--- src/core/acr_pkg.sv ---
package acr_pkg;
	localparam int CMD_W    = 8;
	localparam int REG_W    = 8;
	localparam int WIDE_W   = 24;
	localparam int NARROW_W = 16;
	localparam int ONES_CNT = 32;

	// command byte fields
	localparam int CMD_WEN_BIT = 7;
	localparam int CMD_RW_BIT  = 6;
	localparam int CMD_ADDR_HI = 3;

	// target addresses (status answers reads of address zero)
	localparam logic [3:0] ADDR_STATUS = 4'h0;
	localparam logic [3:0] ADDR_MODE   = 4'h1;
	localparam logic [3:0] ADDR_CHAN   = 4'h2;
	localparam logic [3:0] ADDR_FILTER = 4'h3;
	localparam logic [3:0] ADDR_DATA   = 4'h4;
	localparam logic [3:0] ADDR_IOCTL  = 4'h7;

	// status bit positions
	localparam int ST_RDY_BIT  = 7;
	localparam int ST_CAL_BIT  = 5;
	localparam int ST_ERR_BIT  = 3;
	localparam int ST_LOCK_BIT = 0;

	// port control bit positions
	localparam int IO_P2DIR_BIT = 5;
	localparam int IO_P1DIR_BIT = 4;
	localparam int IO_P2DAT_BIT = 1;
	localparam int IO_P1DAT_BIT = 0;

	// reset values
	localparam logic [7:0] MODE_RST   = 8'h00;
	localparam logic [7:0] CHAN_RST   = 8'h07;
	localparam logic [7:0] IOCTL_RST  = 8'h00;
	localparam logic [7:0] FILTER_RST = 8'h45;

	typedef enum logic [1:0] {
		ACR_WAIT = 2'b00,
		ACR_WR   = 2'b01,
		ACR_RD   = 2'b10
	} acr_state_t;
endpackage

--- src/core/acr_regbank.sv ---
`timescale 1ns/1ps
// serial register bank of the measurement converter
module acr_regbank #(
	parameter int RESULT_W = acr_pkg::WIDE_W
) (
	input  wire logic                core_clk,
	input  wire logic                rst_n,
	input  wire logic                sclk,
	input  wire logic                csN,
	input  wire logic                din,
	output logic                     dout,
	output logic                     doutEn,
	input  wire logic [1:0]          ioIn,
	output logic      [1:0]          ioOut,
	output logic      [1:0]          ioOe,
	input  wire logic                convDone,
	input  wire logic [RESULT_W-1:0] convData,
	input  wire logic                calBusy,
	input  wire logic                errFlag,
	input  wire logic                lockFlag,
	output logic      [7:0]          modeWord,
	output logic      [7:0]          chanRange,
	output logic      [7:0]          filterWord
);
	acr_pkg::acr_state_t stateQ;
	logic [4:0]          bitCntQ;
	logic [3:0]          targetQ;
	logic [7:0]          inShiftQ;
	logic [RESULT_W-1:0] outShiftQ;
	logic                doutQ;
	logic [5:0]          onesCntQ;
	logic                sclkPrevQ;
	logic                rdyQ;
	logic [7:0]          modeQ;
	logic [7:0]          chanQ;
	logic [7:0]          ioctlQ;
	logic [7:0]          filterQ;
	logic [RESULT_W-1:0] dataQ;

	logic                sclkS;
	logic                csS;
	logic                dinS;
	logic [1:0]          ioS;
	logic                sclkRise;
	logic                sclkFall;
	logic [7:0]          shiftByte;
	logic [3:0]          cmdAddr;
	logic                cmdDone;
	logic                cmdValid;
	logic                cmdRead;
	logic [4:0]          lastIdx;
	logic                xferEnd;
	logic                wrDone;
	logic                rdDataDone;
	logic                softRst;
	logic [7:0]          statusVal;
	logic [7:0]          ioctlVal;
	logic [7:0]          reg8Val;
	logic [RESULT_W-1:0] rdValue;

	// pin inputs cross into the core clock
	acr_sync #(
		.W       (5),
		.RST_VAL (5'b00011)
	) u_sync (
		.core_clk (core_clk),
		.rst_n    (rst_n),
		.asyncIn  ({ioIn, din, csN, sclk}),
		.stable   ({ioS, dinS, csS, sclkS})
	);

	// serial clock edges, only while selected
	assign sclkRise  = sclkS & ~sclkPrevQ & ~csS;
	assign sclkFall  = ~sclkS & sclkPrevQ & ~csS;
	assign shiftByte = {inShiftQ[6:0], dinS};
	assign cmdAddr   = shiftByte[acr_pkg::CMD_ADDR_HI:0];
	assign cmdDone   = (stateQ == acr_pkg::ACR_WAIT) && sclkRise && (bitCntQ == 5'd7);
	assign cmdValid  = cmdDone && !shiftByte[acr_pkg::CMD_WEN_BIT] && !softRst;
	assign cmdRead   = shiftByte[acr_pkg::CMD_RW_BIT];
	// result transfers follow the result width, all other targets take eight bits
	assign lastIdx   = (targetQ == acr_pkg::ADDR_DATA) ? 5'(RESULT_W - 1) : 5'd7;
	assign xferEnd   = (stateQ != acr_pkg::ACR_WAIT) && sclkRise && (bitCntQ == lastIdx);
	assign wrDone    = (stateQ == acr_pkg::ACR_WR) && xferEnd && !softRst;
	assign rdDataDone = (stateQ == acr_pkg::ACR_RD) && xferEnd
		&& (targetQ == acr_pkg::ADDR_DATA);
	assign softRst   = sclkRise && dinS && (onesCntQ == 6'(acr_pkg::ONES_CNT - 1));

	assign statusVal = {rdyQ, 1'b0, calBusy, 1'b0, errFlag, 2'b00, lockFlag};
	// input pins read back their level
	assign ioctlVal  = {ioctlQ[7:2],
		ioctlQ[acr_pkg::IO_P2DIR_BIT] ? ioctlQ[acr_pkg::IO_P2DAT_BIT] : ioS[1],
		ioctlQ[acr_pkg::IO_P1DIR_BIT] ? ioctlQ[acr_pkg::IO_P1DAT_BIT] : ioS[0]};
	assign reg8Val = (cmdAddr == acr_pkg::ADDR_STATUS) ? statusVal :
		(cmdAddr == acr_pkg::ADDR_MODE)   ? modeQ :
		(cmdAddr == acr_pkg::ADDR_CHAN)   ? chanQ :
		(cmdAddr == acr_pkg::ADDR_FILTER) ? filterQ :
		(cmdAddr == acr_pkg::ADDR_IOCTL)  ? ioctlVal : 8'h00;
	assign rdValue = (cmdAddr == acr_pkg::ADDR_DATA) ? dataQ
		: {reg8Val, {(RESULT_W - 8){1'b0}}};

	// pins and control words
	assign dout       = doutQ;
	assign doutEn     = (stateQ == acr_pkg::ACR_RD);
	assign ioOut      = {ioctlQ[acr_pkg::IO_P2DAT_BIT], ioctlQ[acr_pkg::IO_P1DAT_BIT]};
	assign ioOe       = {ioctlQ[acr_pkg::IO_P2DIR_BIT], ioctlQ[acr_pkg::IO_P1DIR_BIT]};
	assign modeWord   = modeQ;
	assign chanRange  = chanQ;
	// one word for both chop settings
	assign filterWord = filterQ;

	// edge history and input shifter
	always_ff @(posedge core_clk or negedge rst_n)
	begin
		if (!rst_n)
		begin
			sclkPrevQ <= 1'b1;
			inShiftQ  <= 8'h00;
		end
		else
		begin
			sclkPrevQ <= sclkS;
			if (sclkRise)
				inShiftQ <= shiftByte;
		end
	end

	// consecutive ones counter
	always_ff @(posedge core_clk or negedge rst_n)
	begin
		if (!rst_n)
			onesCntQ <= 6'h00;
		else if (softRst || (sclkRise && !dinS))
			onesCntQ <= 6'h00;
		else if (sclkRise)
			onesCntQ <= onesCntQ + 6'h01;
	end

	always_ff @(posedge core_clk or negedge rst_n)
	begin
		if (!rst_n)
			stateQ <= acr_pkg::ACR_WAIT;
		else if (softRst)
			stateQ <= acr_pkg::ACR_WAIT;
		else
		begin
			case (stateQ)
				acr_pkg::ACR_WAIT:
					if (cmdValid)
						stateQ <= cmdRead ? acr_pkg::ACR_RD : acr_pkg::ACR_WR;
				acr_pkg::ACR_WR, acr_pkg::ACR_RD:
					if (xferEnd)
						stateQ <= acr_pkg::ACR_WAIT;
				default:
					stateQ <= acr_pkg::ACR_WAIT;
			endcase
		end
	end

	// bit counter and latched target
	always_ff @(posedge core_clk or negedge rst_n)
	begin
		if (!rst_n)
		begin
			bitCntQ <= 5'h00;
			targetQ <= 4'h0;
		end
		else
		begin
			if (softRst || cmdDone || xferEnd)
				bitCntQ <= 5'h00;
			else if (sclkRise)
				bitCntQ <= bitCntQ + 5'h01;
			if (cmdValid)
				targetQ <= cmdAddr;
		end
	end

	// read shifter, msb first on falling edges
	always_ff @(posedge core_clk or negedge rst_n)
	begin
		if (!rst_n)
		begin
			outShiftQ <= '0;
			doutQ     <= 1'b0;
		end
		else if (cmdValid && cmdRead)
			outShiftQ <= rdValue;
		else if ((stateQ == acr_pkg::ACR_RD) && sclkFall)
		begin
			doutQ     <= outShiftQ[RESULT_W-1];
			outShiftQ <= {outShiftQ[RESULT_W-2:0], 1'b0};
		end
	end

	// ready flag, a new result wins over the read clear
	always_ff @(posedge core_clk or negedge rst_n)
	begin
		if (!rst_n)
			rdyQ <= 1'b0;
		else
			rdyQ <= convDone | (rdyQ & ~rdDataDone & ~softRst);
	end

	always_ff @(posedge core_clk or negedge rst_n)
	begin
		if (!rst_n)
			dataQ <= '0;
		else if (convDone)
			dataQ <= convData;
		else if (softRst)
			dataQ <= '0;
	end

	// writable registers only; status and result ignore writes
	always_ff @(posedge core_clk or negedge rst_n)
	begin
		if (!rst_n)
		begin
			modeQ   <= acr_pkg::MODE_RST;
			chanQ   <= acr_pkg::CHAN_RST;
			ioctlQ  <= acr_pkg::IOCTL_RST;
			filterQ <= acr_pkg::FILTER_RST;
		end
		else if (softRst)
		begin
			modeQ   <= acr_pkg::MODE_RST;
			chanQ   <= acr_pkg::CHAN_RST;
			ioctlQ  <= acr_pkg::IOCTL_RST;
			filterQ <= acr_pkg::FILTER_RST;
		end
		else if (wrDone)
		begin
			if (targetQ == acr_pkg::ADDR_MODE)
				modeQ <= shiftByte;
			if (targetQ == acr_pkg::ADDR_CHAN)
				chanQ <= shiftByte;
			if (targetQ == acr_pkg::ADDR_IOCTL)
				ioctlQ <= shiftByte;
			if (targetQ == acr_pkg::ADDR_FILTER)
				filterQ <= shiftByte;
		end
	end
endmodule

--- src/core/acr_sync.sv ---
`timescale 1ns/1ps
// three-stage synchroniser; output follows once stages two and three agree
module acr_sync #(
	parameter int           W       = 1,
	parameter logic [W-1:0] RST_VAL = '0
) (
	input  wire logic         core_clk,
	input  wire logic         rst_n,
	input  wire logic [W-1:0] asyncIn,
	output logic      [W-1:0] stable
);
	logic [W-1:0] ff1_q;
	logic [W-1:0] ff2_q;
	logic [W-1:0] ff3_q;
	logic [W-1:0] stable_q;
	logic [W-1:0] agree;

	// per-bit agreement of the two settled stages
	assign agree  = ~(ff2_q ^ ff3_q);
	assign stable = stable_q;

	// sampling chain
	always_ff @(posedge core_clk or negedge rst_n)
	begin
		if (!rst_n)
		begin
			ff1_q    <= RST_VAL;
			ff2_q    <= RST_VAL;
			ff3_q    <= RST_VAL;
			stable_q <= RST_VAL;
		end
		else
		begin
			ff1_q    <= asyncIn;
			ff2_q    <= ff1_q;
			ff3_q    <= ff2_q;
			stable_q <= (agree & ff3_q) | (~agree & stable_q);
		end
	end
endmodule

--- config.mk ---
export PLATFORM = sky130hd
export DESIGN_NAME = acr_regbank
export DESIGN_NICKNAME = d
export VERILOG_FILES = /design/src/core/acr_pkg.sv /design/src/core/acr_regbank.sv /design/src/core/acr_sync.sv
export SDC_FILE = /design/constraint.sdc
export NUM_CORES = 1
export LEC_CHECK = 0
export CORE_MARGIN = 4
export CORE_UTILIZATION = 60
export CTS_CLUSTER_DIAMETER = 40
export DETAILED_ROUTE_END_ITERATION = 16
export DONT_BUFFER_PORTS = 1
export PLACE_DENSITY = 0.85
export SETUP_SLACK_MARGIN = 0.4
export SLEW_MARGIN = 20
export SYNTH_ARGS = -nofsm -noshare
export SYNTH_HDL_FRONTEND = slang
export SYNTH_SLANG_ARGS = --single-unit
--- constraint.sdc ---
create_clock -name core_clk -period 6.6 [get_ports core_clk]
set_input_delay 0.33 -clock core_clk [delete_from_list [all_inputs] [get_ports core_clk]]
set_output_delay 0.33 -clock core_clk [all_outputs]
set_load 0.005 [all_outputs]
==> After elaboration in Yosys (flattened, before gate mapping) <==
Cells that the tools add are included.
Widths: inputs -> output; s select.
{ "totals": {"output_inout_bits": 30, "regBits": 127, "elab_cells": 130, "input_bits": 35} }
{ "classes": {"addsub": 2, "bitwise": 19, "n_reduce_logical": 40, "n_eq_ne": 17, "n_mux": 34} }
{ "op_table": {"columns": ["cell", "n"], "rows": [
  ["$mux 8", 17],
  ["$mux 24", 5],
  ["$reduce_bool 2->1", 10],
  ["$eq 4x2->1 const B", 4],
  ["$eq 4x3->1 const B", 4],
  ["$logic_and 1x1->1", 15],
  ["$mux 5", 3],
  ["$mux 6", 2],
  ["$reduce_and 2->1", 6],
  ["$and 5x5->5", 2],
  ["$not 5->5", 2],
  ["$eq 4x1->1 const B", 2],
  ["$mux 2", 4],
  ["$add 6x1->6 const B", 1],
  ["$and 1x1->1", 6],
  ["$eq 6x5->1 const B", 1],
  ["$ne 3x3->1 const B", 2],
  ["$not 1->1", 6],
  ["$add 5x1->5 const B", 1],
  ["$eq 5x3->1 const B", 1],
  ["$eq 5x5->1", 1],
  ["$or 5x5->5", 1],
  ["$xor 5x5->5", 1],
  ["$logic_not 4->1", 1],
  ["other kinds (9)", 14]
]} }

==> Logic depth before layout (Yosys ltp) <==
{ "logic_depth": {"ltp_word": 11, "depth_mapped": 8, "ltp_nobuf": 7} }

==> Hierarchy <==
Synthesis repeated with hierarchy kept, for this count alone.
{ "unflattened": {"cells_unflattened": 564, "area_unflattened_um2": 5745.5} }
{ "by_module_without_submodules": {"columns": ["module", "cells_each", "n_inst", "area_per_inst_um2", "seq_area_each_um2"], "rows": [
  ["acr_regbank", 539, 1, 5178.7, 2686.3],
  ["acr_sync", 25, 1, 566.8, 510.5]
]} }

==> Worst setup path after synthesis <==
Ideal clock, no wire load.
{ "synth_path": {"path_type": "register to register", "start": "register (tool-made name)", "end": "register outShiftQ[22]", "path_slack_ns": 4.309, "arrival_ns": 2.159, "t_required_ns": 6.468, "path_stages_with_launch": 8, "n_path_buf": 2, "path_cell_list": "dfstp_2 or3b_4 or2_4 or4_4 buf_6 buf_6 nand3_1 o211ai_2"} }
{ "synth_lines": {"columns": ["element", "line", "rtl"], "rows": [
  ["end signal, assigned", "acr_regbank.sv:187", "outShiftQ <= rdValue;"],
  ["end signal, assigned", "acr_regbank.sv:191", "outShiftQ <= {outShiftQ[RESULT_W-2:0], 1'b0};"],
  ["end, declared", "acr_regbank.sv:29", "logic [RESULT_W-1:0] outShiftQ;"]
]} }

==> impl_metrics.json <==
{
  "syn_avg_cell_area_um2": 10.1,
  "finish.utilization_pct": 72.6,
  "hp-class": "in2reg",
  "critPathKind": "reg2reg",
  "yosysMostFrequentCell": "nand2_1",
  "yosys.area_share.simple_pct": 20.2,
  "nets": 622,
  "remaining_drc_errors": 0,
  "worst_slack_ns": 3.60,
  "core-area_um2": 9280,
  "async_reset_ff_share_pct": 100,
  "max-vdd-ir-drop_mv": 0.284,
  "min_from": "convDone",
  "drt_wl_total_um": 14200,
  "crit_path_max_incr_delay_ns": 0.96,
  "viasPerCell": 6.23,
  "hold_viol_final": 0,
  "synth_fa_ha_area_share_pct": 1.96,
  "cts.sinks": 127,
  "die_area_um2": 11200,
  "yosys-top-cells-area": "dfrtp_1 49%, nand2_1 9.1%, dfstp_2 6.9%",
  "postPlaceCellArea_um2": 5760,
  "drive_gt1_share_pct": 13.3,
  "ant_nets": 0,
  "powerDensity_nw_per_um2": 333,
  "num_rows": 35,
  "synth_top_family_by_area": "simple AND/OR/NAND/NOR gates",
  "synth_ff_type": "dfrtp_1",
  "antenna_found_initial": 0,
  "tns_ns": 0,
  "drv_cap": 0,
  "clk-insertion-delay-late_ns": 0.53,
  "fmax_ghz": 0.334,
  "finalCriticalPeriod_ns": 3.00,
  "power_mw": 2.25,
  "dr_total_vias": 4507,
  "start_util_pct": 61.9,
  "ys_seq_area_share_pct": 55.6,
  "synth_mux_area_share_pct": 6.79,
  "synth_edf_count": 0,
  "period_share_pct": 45.4,
  "grt_pass1_wl_um": 23000,
  "hpwl_um": 8180,
  "synth_cell_type_count": 60,
  "maxSlewViolCount": 0,
  "cp_data_arrival_time_ns": 3.41,
  "synth_compound_area_share_pct": 11.1,
  "endpoint_kind": "flop",
  "ys_warn_count": 0,
  "path_clk_slew_ns": 0.06,
  "grt_usage_pct": 26.6,
  "cts_setup_buffers": 0,
  "htreeDepth": 4,
  "fp.dieH_um": 106,
  "netlist_instances": 568,
  "crit_required_ns": 7.01,
  "synth_top_area_share_pct": 48.8,
  "worst_setup_path_start_kind": "flop",
  "wire_per_inst_um": 19.6,
  "synth_common_cells": "139 x nand2_1, 112 x dfrtp_1, 41 x nor2_1",
  "setup_violations": 0,
  "die_w_um": 106,
  "n_antenna_cell": 0,
  "syn_to_final_growth_pct": 17.2,
  "synth.net_count": 608,
  "nFillCells": 598,
  "fin_cells": 724,
  "drt_iter0_markers": 404,
  "synth_area_um2": 5750,
  "max_slew_margin_pct": 31.1,
  "clockBufferDepth": 2,
  "rsz0062_at_grt": "no",
  "crit_path_top_delay_cell": "or4_2",
  "post_synth_xor_area_fraction_pct": 0.762,
  "power.leakage_nw": 3.24,
  "yosysTopAreaCell": "dfrtp_1",
  "post_cts_resized": 0,
  "portBuffers": 0,
  "grt_pass1_vias": 4565,
  "gp_congestion": 0.904,
  "dpl.cell_count": 660,
  "grt_max_degree": 128,
  "numCtsBuffers": 17,
  "finClkSkew_ns": 0.00729,
  "status": "finished clean",
  "crit_chain": "or3b_4 -> or4_2 -> nand2_1 -> o21ai_0 -> dlygate4sd3_1",
  "ios": 65,
  "dr.pass1.iters": 6,
  "crit_fanout": 34,
  "cts_tree": "built",
  "tightest_slew_ns": 1.03,
  "whs_ns": 0.125,
  "pre_cts_ws_ns": 3.66,
  "fin_area_um2": 6740,
  "cts-root-buf": "clkbuf_8",
  "synth-seq-cells": 127,
  "grt.overflow.total": 0
}
critical path, delay by kind of cell, from the launching register on:
kind	cells	cell delay [ns]
buffers and inverters	1	0.56
AO/OA/AOI/OAI	1	0.08
flip-flops	1	0.56
AND/OR/NAND/NOR	3	1.66
area by class of cell:
| type | instances | area, µm² | area share, % |
|---|---|---|---|
| clock inverter | 12 | 183 | 2.71 |
| clock buffer | 20 | 445 | 6.61 |
| timing repair buffer | 36 | 378 | 5.61 |
| inverter | 4 | 15.0 | 0.223 |
| sequential | 127 | 3200 | 47.5 |
| multi-input combinational | 396 | 2360 | 35.0 |
| tap | 129 | 161 | 2.40 |
power by group:
group	total, mW	leakage [nW]	switching [mW]	internal, mW
registers	0.976	1.62	0.123	0.853
logic	0.278	1.33	0.157	0.121
clock network	0.993	0.298	0.357	0.636
total	2.25	3.24	0.636	1.61
layout by cell type (no fill, tap or decap), types with 3 or more instances in the layout:
master         instances
nand3_1               17
dfrtp_1              112
a32oi_1               15
dlygate4sd3_1         30
nand3b_1               3
clkbuf_16             16
and3_1                 3
mux2i_1               30
nand2_1              139
nor2_1                41
xor2_1                 3
nor2b_1                4
o31ai_1                3
o21ai_0               38
inv_1                  4
dfstp_2               15
buf_4                  4
nand4_1                3
a221oi_1               3
mux2_2                 8
o211ai_2               3
nand2b_1               8
clkinvlp_4             3
a21oi_1               12
o211ai_1               3
nor3_1                 5
maj3_1                 5
bufinv_16              4
a22oi_1                3
ha_1                   5
a221o_1                3
clkbuf_8               3
repair_timing:
action                                 CTS  global route
setup endpoints to repair                0             0
hold buffers                            32             0
endpoints found under the hold margin  157             0
sequential cells by signal, summed over array words and instances, names as in the netlist, 5 cells and up, named ones only:
signal / count
outShiftQ: 24
chanRange: 8
u_sync.ff1_q: 5
bitCntQ: 5
onesCntQ: 6
filterWord: 8
modeWord: 8
inShiftQ: 7
dataQ: 24
u_sync.ff2_q: 5
ioctlQ: 8
u_sync.ff3_q: 5
final timing paths:
check / to / slack, ns / cells after the start
min in group asynchronous: chanRange[4]$_DFFE_PN0P_ / 0.42 / 2
max in group asynchronous: outShiftQ[2]$_DFFE_PN0P_ / 5.71 / 2
hold / removal: dataQ[1]$_DFFE_PN0P_ / 0.12 / 2
hold reg to reg: u_sync.ff2_q[4]$_DFF_PN0_ / 0.35 / 0
setup / recovery: dataQ[8]$_DFFE_PN0P_ / 3.60 / 5
setup reg to reg: dataQ[8]$_DFFE_PN0P_ / 3.60 / 5
routing by layer:
| layer | up-vias | global-route usage, % | routed length [µm] |
|---|---|---|---|
| met3 | 47 | 7.29 | 1120 |
| met5 | - | 0 | 0 |
| met4 | 0 | 11.7 | 423 |
| met2 | 226 | 44.9 | 7220 |
| met1 | 2235 | 31.9 | 5420 |
| li1 | 1999 | - | - |
cell families after synthesis:
group                    after synthesis
flip-flops                           127
multiplexers                          38
AND/OR/NAND/NOR                      249
XOR/XNOR                               5
adder cells (fa/ha/maj)               10
buffers and inverters                 45
AO/OA/AOI/OAI                         94
Power figures use the tool's default switching activity.
